$ cat config.mk
export PLATFORM = sky130hd
export DESIGN_NAME = dps_parameter_ram_set
export DESIGN_NICKNAME = d
export VERILOG_FILES = /design/src/core/dps_pkg.sv /design/src/core/dps_fifo_width.sv /design/src/core/dps_count_step.sv /design/src/core/dps_parameter_ram_set.sv
export SDC_FILE = /design/constraint.sdc
export NUM_CORES = 1
export LEC_CHECK = 0
export BUFFER_PORTS_ARGS = -buffer_cell sky130_fd_sc_hd__clkbuf_2
export CAP_MARGIN = 0
export CORE_MARGIN = 2
export CORE_UTILIZATION = 59
export DETAILED_ROUTE_END_ITERATION = 10
export PLACE_DENSITY = 0.8
export SLEW_MARGIN = 30
export SYNTH_ARGS = -nofsm -noshare
export SYNTH_HDL_FRONTEND = slang
export SYNTH_HIERARCHICAL = 1
export SYNTH_SLANG_ARGS = --single-unit
$ cat constraint.sdc
create_clock -name ref_clk_in -period 2.5 [get_ports ref_clk_in]
set_input_delay 0.375 -clock ref_clk_in [delete_from_list [all_inputs] [get_ports ref_clk_in]]
set_output_delay 0.375 -clock ref_clk_in [all_outputs]
set_load 0.02 [all_outputs]
$ cat src/core/dps_pkg.sv
package dps_pkg;

	// ----------------------------------------
	// Register map (byte addresses)
	// ----------------------------------------
	localparam int DPS_AW = 8;
	localparam logic [7:0] DPS_OFS_OPT = 8'h00;
	localparam logic [7:0] DPS_OFS_SRC = 8'h04;
	localparam logic [7:0] DPS_OFS_DST = 8'h08;
	localparam logic [7:0] DPS_OFS_ARRAY_BYTE_COUNT = 8'h0c;
	localparam logic [7:0] DPS_OFS_ARRAY_COUNT = 8'h10;
	localparam logic [7:0] DPS_OFS_FRAME_COUNT = 8'h14;
	localparam logic [7:0] DPS_OFS_RLD = 8'h18;
	localparam logic [7:0] DPS_OFS_CTRL = 8'h1c;
	localparam logic [7:0] DPS_OFS_STAT = 8'h20;
	localparam logic [7:0] DPS_OFS_PEND_LO = 8'h24;
	localparam logic [7:0] DPS_OFS_PEND_HI = 8'h28;

	// ----------------------------------------
	// Option word fields
	// ----------------------------------------
	localparam int DPS_OPT_SAM = 0;
	localparam int DPS_OPT_DAM = 1;
	localparam int DPS_OPT_SYNC = 2;
	localparam int DPS_OPT_STATIC = 3;
	localparam int DPS_OPT_FW_LSB = 8;
	localparam int DPS_OPT_FW_MSB = 10;
	localparam int DPS_OPT_MODE = 11;
	localparam int DPS_OPT_CODE_LSB = 12;
	localparam int DPS_OPT_CODE_MSB = 17;
	localparam int DPS_OPT_TCINT = 20;
	localparam int DPS_OPT_ITCINT = 21;
	localparam int DPS_OPT_TCCH = 22;
	localparam int DPS_OPT_ITCCH = 23;
	localparam logic [31:0] DPS_OPT_MASK = 32'h00f3ff0f;

	// ----------------------------------------
	// Control and status fields
	// ----------------------------------------
	localparam int DPS_CTRL_TRIG = 0;
	localparam int DPS_CTRL_SER_CLR = 1;
	localparam int DPS_CTRL_EMR_CLR = 2;
	localparam int DPS_CTRL_ERR_CLR = 3;
	localparam int DPS_STAT_SER = 0;
	localparam int DPS_STAT_EMR = 1;
	localparam int DPS_STAT_BUSY = 2;
	localparam int DPS_STAT_ERR = 3;
	localparam int DPS_STAT_MISAL = 4;
	localparam int DPS_STAT_FWRSV = 5;
	localparam int DPS_STAT_CODE_LSB = 8;
	localparam int DPS_ALIGN_BITS = 5;

	// ----------------------------------------
	// Reset values and states
	// ----------------------------------------
	localparam logic [31:0] DPS_RST_WORD = 32'h0;
	localparam logic [15:0] DPS_RST_CNT = 16'h0;
	localparam logic [5:0] DPS_RST_CODE = 6'h0;
	localparam logic [63:0] DPS_RST_PEND = 64'h0;

	typedef enum logic [1:0] {
		DPS_IDLE = 2'b00,
		DPS_SUBMIT = 2'b01,
		DPS_WAIT = 2'b10,
		DPS_CMPL = 2'b11
	} dps_state_e;

	// Null when all counts are zero, dummy when only some are
	function automatic logic [1:0] dps_zero_kind(input logic [15:0] a, input logic [15:0] b,
		input logic [15:0] c);
		logic z_all;
		logic z_any;
		z_all = (a == DPS_RST_CNT) && (b == DPS_RST_CNT) && (c == DPS_RST_CNT);
		z_any = (a == DPS_RST_CNT) || (b == DPS_RST_CNT) || (c == DPS_RST_CNT);
		return {z_all, z_any && !z_all};
	endfunction : dps_zero_kind

endpackage : dps_pkg

$ cat src/core/dps_fifo_width.sv
`timescale 1ns/1ps
module dps_fifo_width
	import dps_pkg::*;
(
	// Option fields
	input wire logic [2:0] code_in,
	input wire logic fifo_mode_in,
	// Decoded width
	output logic [5:0] bytes_out,
	output logic reserved_out
);

	// ----------------------------------------
	// Width decode
	// ----------------------------------------
	// (RULE_03) Width counts only in fifo mode
	always_comb begin
		reserved_out = 1'b0;
		unique case (code_in)
			3'h0: bytes_out = 6'h01;
			3'h1: bytes_out = 6'h02;
			3'h2: bytes_out = 6'h04;
			3'h3: bytes_out = 6'h08;
			3'h4: bytes_out = 6'h10;
			3'h5: bytes_out = 6'h20;
			// (RULE_24) Reserved codes fall back to byte width
			3'h6, 3'h7: begin
				bytes_out = 6'h01;
				reserved_out = fifo_mode_in;
			end
		endcase
		if (!fifo_mode_in) begin
			bytes_out = 6'h00;
		end
	end

endmodule : dps_fifo_width

$ cat src/core/dps_count_step.sv
`timescale 1ns/1ps
module dps_count_step
	import dps_pkg::*;
#(
	parameter int CW = 16
) (
	// Current counts
	input wire logic sync_in,
	input wire logic [CW-1:0] array_count_in,
	input wire logic [CW-1:0] frame_count_in,
	input wire logic [CW-1:0] rld_in,
	// Counts after one submission
	output logic [CW-1:0] array_count_next_out,
	output logic [CW-1:0] frame_count_next_out,
	output logic last_out
);

	localparam logic [CW-1:0] ONE = CW'(1);

	// ----------------------------------------
	// Count update
	// ----------------------------------------
	always_comb begin
		array_count_next_out = array_count_in;
		frame_count_next_out = frame_count_in - ONE;
		last_out = (frame_count_in == ONE);
		if (!sync_in) begin
			if (array_count_in > ONE) begin
				// (RULE_18) One array per submission
				array_count_next_out = array_count_in - ONE;
				frame_count_next_out = frame_count_in;
				last_out = 1'b0;
			end else begin
				// (RULE_19) Frame done, reload arrays
				array_count_next_out = rld_in;
			end
		end
	end

endmodule : dps_count_step

$ cat src/core/dps_parameter_ram_set.sv
// Operation
// (RULE_01) Completion mode clear: complete only after the controller reports data moved.
// (RULE_02) Completion mode set: complete as soon as the request is accepted.
// (RULE_03) FIFO width code selects 8 to 256 bits, only in FIFO mode.
// (RULE_04) Hold flag clear: counts are updated after each accepted request.
// (RULE_05) Hold flag set: entry stays unchanged after a request.
// (RULE_06) Software sets hold for lone or final quick-channel entries only.
// (RULE_07) Sync bit clear: one event moves one array.
// (RULE_08) Sync bit set: one event moves all arrays of a frame.
// (RULE_09) Destination mode picks increment or wrap at FIFO width.
// (RULE_10) Source mode picks increment or wrap at FIFO width.
// (RULE_11) Start addresses are 32-bit byte addresses, unaligned in increment mode.
// (RULE_12) Source FIFO start address needs five zero low bits.
// (RULE_13) Destination FIFO start address needs five zero low bits.
// (RULE_14) Byte count is 16 bits; requests go out only if nonzero.
// (RULE_15) Zero byte count is null or dummy, still completes.
// (RULE_16) Zero array count marks a null or dummy entry.
// (RULE_17) Zero frame count marks a null or dummy entry.
// (RULE_18) Single-array sync decrements the array count per request.
// (RULE_19) At array count end, frame count drops and array count reloads.
// (RULE_20) Frame sync passes full array count; reload unused.
// (RULE_21) All counts zero: set missed flag, keep pending event set.
// (RULE_22) Some counts zero: legal dummy, pending event cleared, no miss.
// (RULE_23) Completion code picks the bit set in pending or chain register.
// (RULE_24) Reserved option bits do nothing and read zero.
`timescale 1ns/1ps
module dps_parameter_ram_set
	import dps_pkg::*;
#(
	parameter int CW = 16
) (
	// Clock and reset
	input wire logic ref_clk_in,
	input wire logic nrst_in,
	// APB slave
	input wire logic [DPS_AW-1:0] paddr_in,
	input wire logic psel_in,
	input wire logic penable_in,
	input wire logic pwrite_in,
	input wire logic [31:0] pwdata_in,
	output logic pready_out,
	output logic [31:0] prdata_out,
	output logic pslverr_out,
	// Transfer request
	output logic tr_valid_out,
	input wire logic tr_ready_in,
	output logic [31:0] tr_src_out,
	output logic [31:0] tr_dst_out,
	output logic [CW-1:0] tr_array_byte_count_out,
	output logic [CW-1:0] tr_array_count_out,
	output logic tr_sync_out,
	output logic tr_src_mode_out,
	output logic tr_dst_mode_out,
	output logic [5:0] tr_fifo_bytes_out,
	// Transfer controller answers
	input wire logic tr_done_in,
	input wire logic tr_error_in,
	// Chained event
	output logic chain_valid_out,
	output logic [5:0] chain_code_out
);

	logic [31:0] opt_reg;
	logic [31:0] src_reg;
	logic [31:0] dst_reg;
	logic [CW-1:0] array_byte_count_reg;
	logic [CW-1:0] array_count_reg;
	logic [CW-1:0] frame_count_reg;
	logic [CW-1:0] rld_reg;
	logic ser_reg;
	logic emr_reg;
	logic err_reg;
	logic final_reg;
	logic null_reg;
	logic [5:0] code_reg;
	logic [63:0] pend_reg;
	dps_state_e state_reg;
	logic [31:0] rd_data;
	logic rd_ok;
	logic wr_commit;
	logic trig;
	logic accept;
	logic upd;
	logic [1:0] zkind;
	logic [CW-1:0] array_count_next;
	logic [CW-1:0] frame_count_next;
	logic step_last;
	logic [5:0] fifo_bytes;
	logic fw_rsv;
	logic misal;

	// ----------------------------------------
	// APB slave
	// ----------------------------------------
	assign wr_commit = psel_in && penable_in && pready_out && pwrite_in;
	assign trig = wr_commit && (paddr_in == DPS_OFS_CTRL) && pwdata_in[DPS_CTRL_TRIG];

	always_comb begin
		rd_data = DPS_RST_WORD;
		rd_ok = 1'b1;
		unique case (paddr_in)
			DPS_OFS_OPT: rd_data = opt_reg;
			DPS_OFS_SRC: rd_data = src_reg;
			DPS_OFS_DST: rd_data = dst_reg;
			DPS_OFS_ARRAY_BYTE_COUNT: rd_data[CW-1:0] = array_byte_count_reg;
			DPS_OFS_ARRAY_COUNT: rd_data[CW-1:0] = array_count_reg;
			DPS_OFS_FRAME_COUNT: rd_data[CW-1:0] = frame_count_reg;
			DPS_OFS_RLD: rd_data[CW-1:0] = rld_reg;
			DPS_OFS_CTRL: rd_data = DPS_RST_WORD;
			DPS_OFS_STAT: begin
				rd_data[DPS_STAT_SER] = ser_reg;
				rd_data[DPS_STAT_EMR] = emr_reg;
				rd_data[DPS_STAT_BUSY] = (state_reg != DPS_IDLE);
				rd_data[DPS_STAT_ERR] = err_reg;
				rd_data[DPS_STAT_MISAL] = misal;
				rd_data[DPS_STAT_FWRSV] = fw_rsv;
				rd_data[DPS_STAT_CODE_LSB +: 6] = code_reg;
			end
			DPS_OFS_PEND_LO: rd_data = pend_reg[31:0];
			DPS_OFS_PEND_HI: rd_data = pend_reg[63:32];
			default: rd_ok = 1'b0;
		endcase
	end

	// Zero-wait: ready rises in the access phase
	always_ff @(posedge ref_clk_in or negedge nrst_in) begin
		if (!nrst_in) begin
			pready_out <= 1'b0;
			prdata_out <= DPS_RST_WORD;
			pslverr_out <= 1'b0;
		end else begin
			pready_out <= psel_in && !penable_in;
			if (psel_in && !penable_in) begin
				prdata_out <= pwrite_in ? DPS_RST_WORD : rd_data;
				pslverr_out <= !rd_ok;
			end
		end
	end

	// ----------------------------------------
	// Parameter entry
	// ----------------------------------------
	dps_count_step #(
		.CW(CW)
	) u_step (
		.sync_in(opt_reg[DPS_OPT_SYNC]),
		.array_count_in(array_count_reg),
		.frame_count_in(frame_count_reg),
		.rld_in(rld_reg),
		.array_count_next_out(array_count_next),
		.frame_count_next_out(frame_count_next),
		.last_out(step_last)
	);

	assign accept = tr_valid_out && tr_ready_in;
	// (RULE_04) (RULE_05) Update only when hold flag clear
	assign upd = accept && !opt_reg[DPS_OPT_STATIC];

	always_ff @(posedge ref_clk_in or negedge nrst_in) begin
		if (!nrst_in) begin
			opt_reg <= DPS_RST_WORD;
			src_reg <= DPS_RST_WORD;
			dst_reg <= DPS_RST_WORD;
			array_byte_count_reg <= DPS_RST_CNT;
			array_count_reg <= DPS_RST_CNT;
			frame_count_reg <= DPS_RST_CNT;
			rld_reg <= DPS_RST_CNT;
		end else if (upd) begin
			array_count_reg <= array_count_next;
			frame_count_reg <= frame_count_next;
		end else if (wr_commit) begin
			unique case (paddr_in)
				// (RULE_24) Reserved option bits are not stored
				DPS_OFS_OPT: opt_reg <= pwdata_in & DPS_OPT_MASK;
				// (RULE_11) Full byte addresses, no alignment forced
				DPS_OFS_SRC: src_reg <= pwdata_in;
				DPS_OFS_DST: dst_reg <= pwdata_in;
				DPS_OFS_ARRAY_BYTE_COUNT: array_byte_count_reg <= pwdata_in[CW-1:0];
				DPS_OFS_ARRAY_COUNT: array_count_reg <= pwdata_in[CW-1:0];
				DPS_OFS_FRAME_COUNT: frame_count_reg <= pwdata_in[CW-1:0];
				DPS_OFS_RLD: rld_reg <= pwdata_in[CW-1:0];
				default: ;
			endcase
		end
	end

	// (RULE_12) (RULE_13) Misaligned fifo start address flagged
	assign misal = (opt_reg[DPS_OPT_SAM] && (src_reg[DPS_ALIGN_BITS-1:0] != '0))
		|| (opt_reg[DPS_OPT_DAM] && (dst_reg[DPS_ALIGN_BITS-1:0] != '0));

	dps_fifo_width u_fw (
		.code_in(opt_reg[DPS_OPT_FW_MSB:DPS_OPT_FW_LSB]),
		.fifo_mode_in(opt_reg[DPS_OPT_SAM] || opt_reg[DPS_OPT_DAM]),
		.bytes_out(fifo_bytes),
		.reserved_out(fw_rsv)
	);

	// (RULE_15) (RULE_16) (RULE_17) Zero counts classify the entry
	assign zkind = dps_zero_kind(array_byte_count_reg, array_count_reg, frame_count_reg);

	// ----------------------------------------
	// Sequencer
	// ----------------------------------------
	always_ff @(posedge ref_clk_in or negedge nrst_in) begin
		if (!nrst_in) begin
			state_reg <= DPS_IDLE;
			final_reg <= 1'b0;
			null_reg <= 1'b0;
		end else begin
			unique case (state_reg)
				DPS_IDLE: begin
					if (trig && !ser_reg) begin
						// (RULE_15) (RULE_22) Null and dummy skip the request but complete
						state_reg <= (zkind != 2'h0) ? DPS_CMPL : DPS_SUBMIT;
						final_reg <= 1'b1;
						null_reg <= zkind[1];
					end
				end
				DPS_SUBMIT: begin
					if (accept) begin
						final_reg <= opt_reg[DPS_OPT_STATIC] || step_last;
						// (RULE_02) Early completion on acceptance
						state_reg <= opt_reg[DPS_OPT_MODE] ? DPS_CMPL : DPS_WAIT;
					end
				end
				DPS_WAIT: begin
					// (RULE_01) Normal completion after data moved
					if (tr_done_in) begin
						state_reg <= DPS_CMPL;
					end
				end
				DPS_CMPL: state_reg <= DPS_IDLE;
			endcase
		end
	end

	// (RULE_14) Request built only from a nonzero entry
	always_ff @(posedge ref_clk_in or negedge nrst_in) begin
		if (!nrst_in) begin
			tr_valid_out <= 1'b0;
			tr_src_out <= DPS_RST_WORD;
			tr_dst_out <= DPS_RST_WORD;
			tr_array_byte_count_out <= DPS_RST_CNT;
			tr_array_count_out <= DPS_RST_CNT;
			tr_sync_out <= 1'b0;
			tr_src_mode_out <= 1'b0;
			tr_dst_mode_out <= 1'b0;
			tr_fifo_bytes_out <= 6'h00;
		end else if (state_reg == DPS_IDLE && trig && !ser_reg && zkind == 2'b00) begin
			tr_valid_out <= 1'b1;
			tr_src_out <= src_reg;
			tr_dst_out <= dst_reg;
			tr_array_byte_count_out <= array_byte_count_reg;
			// (RULE_07) (RULE_08) (RULE_20) One array or the whole frame
			tr_array_count_out <= opt_reg[DPS_OPT_SYNC] ? array_count_reg : CW'(1);
			tr_sync_out <= opt_reg[DPS_OPT_SYNC];
			// (RULE_09) (RULE_10) Address modes passed on
			tr_src_mode_out <= opt_reg[DPS_OPT_SAM];
			tr_dst_mode_out <= opt_reg[DPS_OPT_DAM];
			tr_fifo_bytes_out <= fifo_bytes;
		end else if (accept) begin
			tr_valid_out <= 1'b0;
		end
	end

	// ----------------------------------------
	// Event flags
	// ----------------------------------------
	always_ff @(posedge ref_clk_in or negedge nrst_in) begin
		if (!nrst_in) begin
			ser_reg <= 1'b0;
		end else if (trig && state_reg == DPS_IDLE) begin
			ser_reg <= 1'b1;
		// (RULE_21) Null entry keeps its pending event
		end else if ((state_reg == DPS_SUBMIT && accept) || (state_reg == DPS_CMPL && !null_reg)) begin
			ser_reg <= 1'b0;
		end else if (wr_commit && paddr_in == DPS_OFS_CTRL && pwdata_in[DPS_CTRL_SER_CLR]) begin
			ser_reg <= 1'b0;
		end
	end

	// (RULE_21) Null entry or event while busy marks a miss
	always_ff @(posedge ref_clk_in or negedge nrst_in) begin
		if (!nrst_in) begin
			emr_reg <= 1'b0;
		end else if (trig && (ser_reg || state_reg != DPS_IDLE || zkind[1])) begin
			emr_reg <= 1'b1;
		end else if (wr_commit && paddr_in == DPS_OFS_CTRL && pwdata_in[DPS_CTRL_EMR_CLR]) begin
			emr_reg <= 1'b0;
		end
	end

	always_ff @(posedge ref_clk_in or negedge nrst_in) begin
		if (!nrst_in) begin
			err_reg <= 1'b0;
		end else if (tr_error_in) begin
			err_reg <= 1'b1;
		end else if (wr_commit && paddr_in == DPS_OFS_CTRL && pwdata_in[DPS_CTRL_ERR_CLR]) begin
			err_reg <= 1'b0;
		end
	end

	// ----------------------------------------
	// Completion signalling
	// ----------------------------------------
	logic cmpl_int;
	logic cmpl_chain;
	assign cmpl_int = (state_reg == DPS_CMPL)
		&& (final_reg ? opt_reg[DPS_OPT_TCINT] : opt_reg[DPS_OPT_ITCINT]);
	assign cmpl_chain = (state_reg == DPS_CMPL)
		&& (final_reg ? opt_reg[DPS_OPT_TCCH] : opt_reg[DPS_OPT_ITCCH]);

	always_ff @(posedge ref_clk_in or negedge nrst_in) begin
		if (!nrst_in) begin
			code_reg <= DPS_RST_CODE;
		end else if (state_reg == DPS_CMPL) begin
			code_reg <= opt_reg[DPS_OPT_CODE_MSB:DPS_OPT_CODE_LSB];
		end
	end

	// (RULE_23) Code selects the pending bit; set beats clear
	always_ff @(posedge ref_clk_in or negedge nrst_in) begin
		if (!nrst_in) begin
			pend_reg <= DPS_RST_PEND;
		end else begin
			for (int i = 0; i < 64; i++) begin
				if (cmpl_int && opt_reg[DPS_OPT_CODE_MSB:DPS_OPT_CODE_LSB] == 6'(i)) begin
					pend_reg[i] <= 1'b1;
				end else if (wr_commit && paddr_in == DPS_OFS_PEND_LO && i < 32) begin
					pend_reg[i] <= pend_reg[i] && !pwdata_in[i % 32];
				end else if (wr_commit && paddr_in == DPS_OFS_PEND_HI && i >= 32) begin
					pend_reg[i] <= pend_reg[i] && !pwdata_in[i % 32];
				end
			end
		end
	end

	always_ff @(posedge ref_clk_in or negedge nrst_in) begin
		if (!nrst_in) begin
			chain_valid_out <= 1'b0;
			chain_code_out <= DPS_RST_CODE;
		end else begin
			chain_valid_out <= cmpl_chain;
			if (cmpl_chain) begin
				chain_code_out <= opt_reg[DPS_OPT_CODE_MSB:DPS_OPT_CODE_LSB];
			end
		end
	end

	// ----------------------------------------
	// Assertions
	// ----------------------------------------
	property p_early_cmpl;
		@(posedge ref_clk_in) disable iff (!nrst_in)
		(state_reg == DPS_SUBMIT && accept && opt_reg[DPS_OPT_MODE]) |=> state_reg == DPS_CMPL;
	endproperty
	a_early_cmpl: assert property (p_early_cmpl) else $error("early completion late"); // RULE_02

	property p_normal_wait;
		@(posedge ref_clk_in) disable iff (!nrst_in)
		((state_reg == DPS_SUBMIT && accept && !opt_reg[DPS_OPT_MODE]) || (state_reg == DPS_WAIT && !tr_done_in))
			|=> state_reg == DPS_WAIT;
	endproperty
	a_normal_wait: assert property (p_normal_wait) else $error("completed before data done"); // RULE_01

	property p_hold;
		@(posedge ref_clk_in) disable iff (!nrst_in)
		(accept && opt_reg[DPS_OPT_STATIC] && !wr_commit) |=> $stable(array_count_reg) && $stable(frame_count_reg);
	endproperty
	a_hold: assert property (p_hold) else $error("held entry changed"); // RULE_05

	property p_a_dec;
		@(posedge ref_clk_in) disable iff (!nrst_in)
		(upd && !opt_reg[DPS_OPT_SYNC] && array_count_reg > CW'(1))
			|=> array_count_reg == $past(array_count_reg) - CW'(1) && $stable(frame_count_reg);
	endproperty
	a_a_dec: assert property (p_a_dec) else $error("array count not decremented"); // RULE_18

	property p_reload;
		@(posedge ref_clk_in) disable iff (!nrst_in)
		(upd && !opt_reg[DPS_OPT_SYNC] && array_count_reg == CW'(1))
			|=> array_count_reg == $past(rld_reg) && frame_count_reg == $past(frame_count_reg) - CW'(1);
	endproperty
	a_reload: assert property (p_reload) else $error("reload missing"); // RULE_19

	property p_ab;
		@(posedge ref_clk_in) disable iff (!nrst_in)
		(upd && opt_reg[DPS_OPT_SYNC]) |-> tr_array_count_out == array_count_reg
			##1 $stable(array_count_reg) && frame_count_reg == $past(frame_count_reg) - CW'(1);
	endproperty
	a_ab: assert property (p_ab) else $error("frame sync update wrong"); // RULE_20

	property p_nonzero;
		@(posedge ref_clk_in) disable iff (!nrst_in)
		tr_valid_out |-> tr_array_byte_count_out != DPS_RST_CNT;
	endproperty
	a_nonzero: assert property (p_nonzero) else $error("zero byte request"); // RULE_14

	property p_null;
		@(posedge ref_clk_in) disable iff (!nrst_in)
		(trig && state_reg == DPS_IDLE && !ser_reg && zkind[1])
			|=> emr_reg && ser_reg && !tr_valid_out && state_reg == DPS_CMPL ##1 ser_reg;
	endproperty
	a_null: assert property (p_null) else $error("null entry mishandled"); // RULE_21

	property p_dummy;
		@(posedge ref_clk_in) disable iff (!nrst_in)
		(trig && state_reg == DPS_IDLE && !ser_reg && zkind[0] && !emr_reg)
			|=> state_reg == DPS_CMPL && !emr_reg ##1 !ser_reg;
	endproperty
	a_dummy: assert property (p_dummy) else $error("dummy entry mishandled"); // RULE_22

	property p_code;
		@(posedge ref_clk_in) disable iff (!nrst_in)
		cmpl_int |=> pend_reg[$past(opt_reg[DPS_OPT_CODE_MSB:DPS_OPT_CODE_LSB])];
	endproperty
	a_code: assert property (p_code) else $error("pending bit not set"); // RULE_23

	c_null: cover property (@(posedge ref_clk_in) disable iff (!nrst_in)
		trig && state_reg == DPS_IDLE && zkind[1]);
	c_dummy: cover property (@(posedge ref_clk_in) disable iff (!nrst_in)
		state_reg == DPS_IDLE && trig && zkind[0] ##1 state_reg == DPS_CMPL);
	c_early: cover property (@(posedge ref_clk_in) disable iff (!nrst_in)
		accept && opt_reg[DPS_OPT_MODE]);
	c_reload: cover property (@(posedge ref_clk_in) disable iff (!nrst_in)
		upd && !opt_reg[DPS_OPT_SYNC] && array_count_reg == CW'(1));

endmodule : dps_parameter_ram_set

; ---- After elaboration in Yosys (flattened, before gate mapping)
; Cells that the tools add are included.
[classes]
magnitude_cmp = 1
bitwise_logic = 1
n_addsub = 2
n_eq_ne = 89
mux = 171
n_reduce_logical = 298
[op_table]
columns = operator, n
row1 = "equality test 6 bit, second input constant", 32
row2 = 2-to-1 mux 16 bit, 11
row3 = logical AND 1 bit, 155
row4 = 2-to-1 mux 1 bit, 146
row5 = nonzero test 2 bit, 73
row6 = one-hot mux 6 bit (10 select lines), 2
row7 = "equality test 6 x 5 -> 1 bit, second input constant", 16
row8 = one-hot mux 16 bit (5 select lines), 1
row9 = "equality test 6 x 4 -> 1 bit, second input constant", 8
row10 = logical NOT 16 bit, 3
row11 = logical NOT 1 bit, 38
row12 = one-hot mux 6 bit (6 select lines), 1
row13 = "equality test 8 x 5 -> 1 bit, second input constant", 4
row14 = 2-to-1 mux 32 bit, 1
row15 = "subtractor 16 x 1 -> 16 bit, second input constant", 2
row16 = AND reduction 3 bit, 9
row17 = "equality test 6 x 3 -> 1 bit, second input constant", 4
row18 = "equality test 8 x 6 -> 1 bit, second input constant", 3
row19 = one-hot mux 2 bit (9 select lines), 1
row20 = "equality test 16 x 1 -> 1 bit, second input constant", 1
row21 = "equality test 8 x 4 -> 1 bit, second input constant", 2
row22 = "greater-than comparator 16 x 1 -> 1 bit, second input constant", 1
row23 = one-hot mux 2 bit (8 select lines), 1
row24 = "equality test 3 bit, second input constant", 4
row25 = 25 further kinds, 43
[word_totals]
output_inout_bits = 147
word_cells = 654
ff_bits = 370
in_bits = 48

; ---- Logic depth before layout (Yosys ltp)
[depth]
ltp_word = 9
mapped_depth = 10
ltp_nobuf = 9

; ---- Hierarchy
; The synthesis kept the hierarchy.
[by_module_without_submodules]
columns = mod, instances, area_per_inst_um2, seq_area_each_um2, cells_each
row1 = dps_parameter_ram_set, 1, 16595.9, 9258.9, 1607
row2 = dps_count_step, 1, 1037.2, 0.0, 155
row3 = dps_fifo_width, 1, 81.3, 0.0, 11

; ---- Least setup slack after synthesis
; Ideal clock, no wire load.
[synth_timing]
path_kind = register -> register
start = register array_count_reg[0]
end = register final_reg
path_buffers = 1
required_time_ns = 2.375
setup_time_ns = 0.125
stages_incl_launch_ff = 11
period_less_slack_ns = 2.226
slack_ns = 0.274
arrival_time_ns = 2.101
cell_sequence = dfrtp_1 > inv_1 > ha_1 > o21a_1 > a21oi_2 > buf_6 > nor3_1 > or3b_2 > o21a_1 > o32ai_1 > nor2_1
[synth_via]
elab_chain_cells = 6
[synth_rtl]
columns = element, line_no
row1 = from (decl), dps_parameter_ram_set.sv:67  ; logic [CW-1:0] array_count_reg;
row2 = from (signal assigned), dps_parameter_ram_set.sv:169  ; array_count_reg <= array_count_next;
row3 = from (signal assigned), dps_parameter_ram_set.sv:179  ; DPS_OFS_ARRAY_COUNT: array_count_reg <= pwdata_in[CW-1:0];
row4 = greater-than comparator 16 x 1 -> 1 bit, dps_count_step.sv:28  ; if (array_count_in > ONE) begin
row5 = 2-to-1 mux 1 bit, dps_count_step.sv:28
row6 = 2-to-1 mux 1 bit, dps_count_step.sv:27  ; if (!sync_in) begin
row7 = named net step_last, dps_parameter_ram_set.sv:87  ; logic step_last;
row8 = logical OR 1 bit, dps_parameter_ram_set.sv:221  ; final_reg <= opt_reg[DPS_OPT_STATIC] || step_last;
row9 = 2-to-1 mux 1 bit, dps_parameter_ram_set.sv:220  ; if (accept) begin
row10 = one-hot mux 1 bit (2 select lines), dps_parameter_ram_set.sv:210  ; unique case (state_reg)
row11 = to (signal assigned), dps_parameter_ram_set.sv:221
row12 = to (decl), dps_parameter_ram_set.sv:73  ; logic final_reg;
; The timed path passes the listed nets, and every way through them passes these cells. The select of a mux whose other input is x is not followed.
; A chain may end at the register's enable or synchronous reset.

; ---- Worst setup path in the final report
; Ends and elaborated chain as after synthesis.

==> flow_metrics.env <==
export IMPL_status="finished clean"
export IMPL_yosys_most_used_dff="dfrtp_1"
export IMPL_synthesis_area_mm2=0.01771
export IMPL_initial_core_util=0.5977
export IMPL_cts_tree="yes"
export IMPL_setup_viol=0
export IMPL_die_area_mm2=0.03143
export IMPL_clk_pin_slew_worst_paths_ns=0.07
export IMPL_switching_share=0.2559
export IMPL_cp_data_arrival_time_ns=2.73
export IMPL_place_area_mm2=0.01975
export IMPL_overflow=0
export IMPL_slew_limit_headroom=0.5643
export IMPL_postSynth_asyncResetShare=1.000
export IMPL_routed_via_count=15587
export IMPL_first_pass_iters=6
export IMPL_diodes=0
export IMPL_peakVddDrop_mv=0.5728
export IMPL_yosys_warnings=6
export IMPL_cts_buffer_depth=3
export IMPL_grt_max_degree=68
export IMPL_grt_pass1_wl_mm=91.09
export IMPL_cp_max_fo=6
export IMPL_antenna_found_initial=1
export IMPL_routabilityCongestion=0.9940
export IMPL_avgViaCountPerCell=6.425
export IMPL_power_switching_mw=3.417
export IMPL_core_rowCount=63
export IMPL_required_ns=2.91
export IMPL_insertion_delay_ns=0.55
export IMPL_nFillCells=2204
export IMPL_cp_end_kind="flip-flop"
export IMPL_largest_reg_flops=64
export IMPL_core_area_mm2=0.02964
export IMPL_synth_seq_cells=370
export IMPL_cts_inserted_buffers=38
export IMPL_ant_nets=0
export IMPL_syn_nets=1829
export IMPL_post_cts_buffers=0
export IMPL_yosysSeqAreaShare=0.5227
export IMPL_die_width_um=177.3
export IMPL_final_common_cell="nand2_1"
export IMPL_synth_distinct_cells=75
export IMPL_synth_enable_flop_cells=0
export IMPL_layout_common_cells="nand2_1, dfrtp_1, clkbuf_2"
export IMPL_p_seq_frac=0.466
export IMPL_p_per_area_mw_per_mm2=634.8
export IMPL_syn_inst=1773
export IMPL_die_h_um=177.3
export IMPL_areaGrowthSynthToFinish_pct=18.78
export IMPL_h_tree_depth=2
export IMPL_cap_violations=0
export IMPL_hold_violations=0
export IMPL_p_comb_frac=0.101
export IMPL_worstMarginPinSlew_ns=0.6370
export IMPL_synth_top_area_frac=0.5227
export IMPL_cts_sinks=370
export IMPL_clkPwrFrac=0.433
export IMPL_startpoint_type="flip-flop"
export IMPL_slew_viol_final=0
export IMPL_grt_util_all_layers=0.3913
export IMPL_cts_root_buf="clkbuf_16"
export IMPL_period_needed_ns=2.318
export IMPL_path_class="flip-flop to flip-flop"
export IMPL_setup_tns_ns=0
export IMPL_syn_avg_cell_area_um2=9.991
export IMPL_clock_fmax_mhz=431.4
export IMPL_regArea_mm2=0.009259
export IMPL_grt_pass1_vias=14969
export IMPL_post_drt_wl_per_cell_um=25.11
export IMPL_p_int_mw=9.939
export IMPL_stdcell_area_mm2=0.02104
export IMPL_synth_largest_area_cell="dfrtp_1"
export IMPL_drtIter0Drc=1994
export IMPL_p_leak_nw=10.47
export IMPL_drc=0
export IMPL_finalClockSkew_ns=0.02103
export IMPL_synth_area_leaders="dfrtp_1, nand2_1, mux2_2"
export IMPL_period_share=0.9273
export IMPL_drive_gt1_frac=0.2574
export IMPL_port_buffers=194
export IMPL_hold_ws_ns=0.03888
export IMPL_hold_path_class="input pin to flip-flop"
export IMPL_multi_input_area_mm2=0.007855
export IMPL_grt_setup_unrepaired="false"
export IMPL_dpl_hpwl_mm=42.87
export IMPL_totalWireLength_mm=60.93
export IMPL_ios=195
export IMPL_nNetsFinal=2062
[logic make-up (layout without fill, tap and decap cells)]
group / after synthesis / in the layout / synth area share
mux: 175 / 175 / 0.1076
fa+ha+maj: 8 / 8 / 0.005651
flops: 370 / 370 / 0.5227
compound gates: 310 / 310 / 0.1229
xor+xnor: 15 / 15 / 0.007417
simple gates: 760 / 760 / 0.1977
buf+inv: 135 / 398 / 0.03609
[metal layers]
| layer | vias to the layer above | share of wire | track usage | wire, um |
|---|---|---|---|---|
| met5 | - | 0.00021 | 0 | 13 |
| met4 | 2 | 0.055 | 0.1933 | 3359 |
| met3 | 193 | 0.095 | 0.07646 | 5807 |
| met2 | 963 | 0.46 | 0.6146 | 28120 |
| met1 | 7707 | 0.39 | 0.5230 | 23620 |
| li1 | 6722 | - | - | - |
[path summary, 6_finish.rpt]
| path | startpoint | depth (start not counted) | end | slack, ns |
|---|---|---|---|---|
| setup / recovery | array_count_reg[0] | 8 | final_reg | 0.18 |
| hold / removal | tr_error_in | 2 | err_reg | 0.04 |
| setup reg to reg | array_count_reg[0] | 8 | final_reg | 0.18 |
| hold reg to reg | tr_array_byte_count_out[5] | 2 | tr_array_byte_count_out[5] | 0.46 |
| max in group asynchronous | nrst_in | 3 | tr_src_out[17] | 1.25 |
| min in group asynchronous | nrst_in | 2 | prdata_out[2] | 0.39 |
[synth_stat cells (7+ instances only)]
library cell	count
a2bb2oi_1	11
mux2_1	14
clkbuf_1	56
a22o_1	21
inv_1	18
dfrtp_1	370
buf_2	40
nor4_1	21
nor3_2	8
a221oi_1	7
or3_1	11
nor2_1	53
o21ai_1	17
buf_6	8
o22ai_1	11
nand2_1	524
mux2_2	109
ha_1	8
nor2b_1	7
a22oi_1	31
a21oi_1	48
o21ai_0	63
nand4_1	15
mux2i_1	52
buf_1	7
o2bb2ai_1	40
nand3_1	40
a222oi_1	20
xor2_1	9
nor3_1	22
[power by group through the flow]
stage               Clock, mW  Combinational (mW)  Sequential [mW]
finish                   5.78                1.35             6.23
global route             6.03                1.45             6.24
floorplan                   0               0.639             6.34
CTS                      5.79                1.32             6.22
global placement            0                1.29             6.33
detailed placement          0                1.31             6.34
[repair_timing]
action,in CTS,in global routing
hold buffers,1,0
resized for setup,0,1
endpoints found under the setup margin,0,1
endpoints found under the hold margin,55,0
[final cells by class]
class	instances	share of cell area
multi-input combinational	1268	0.3733
clock buffer	62	0.05619
tap	390	0.02319
inverter	18	0.003211
timing repair buffer	310	0.09942
sequential	370	0.4400
clock inverter	8	0.004638
[critical path, cell delays in order, from the launching register on]
cell     delay, ns
dfrtp_1       0.46
inv_1         0.12
ha_1          0.23
o21a_1        0.20
a21oi_2       0.25
nor3_1        0.10
or3b_2        0.49
o32ai_1       0.26
nor2_1        0.08
[through the flow]
step	power [mW]	setup WS (ns)	util	std cells
after detailed placement	7.648	0.06711	0.6663	2355
after CTS	13.34	0.2072	0.7099	2426
final	13.36	0.1818	0.7099	2426
after global placement	7.616	0.1393	0.6663	2355
after global routing	13.72	0.03170	0.7099	2426
after floorplan	6.974	0.2740	-	1773
No activity file was read; power rests on OpenSTA's default activity.
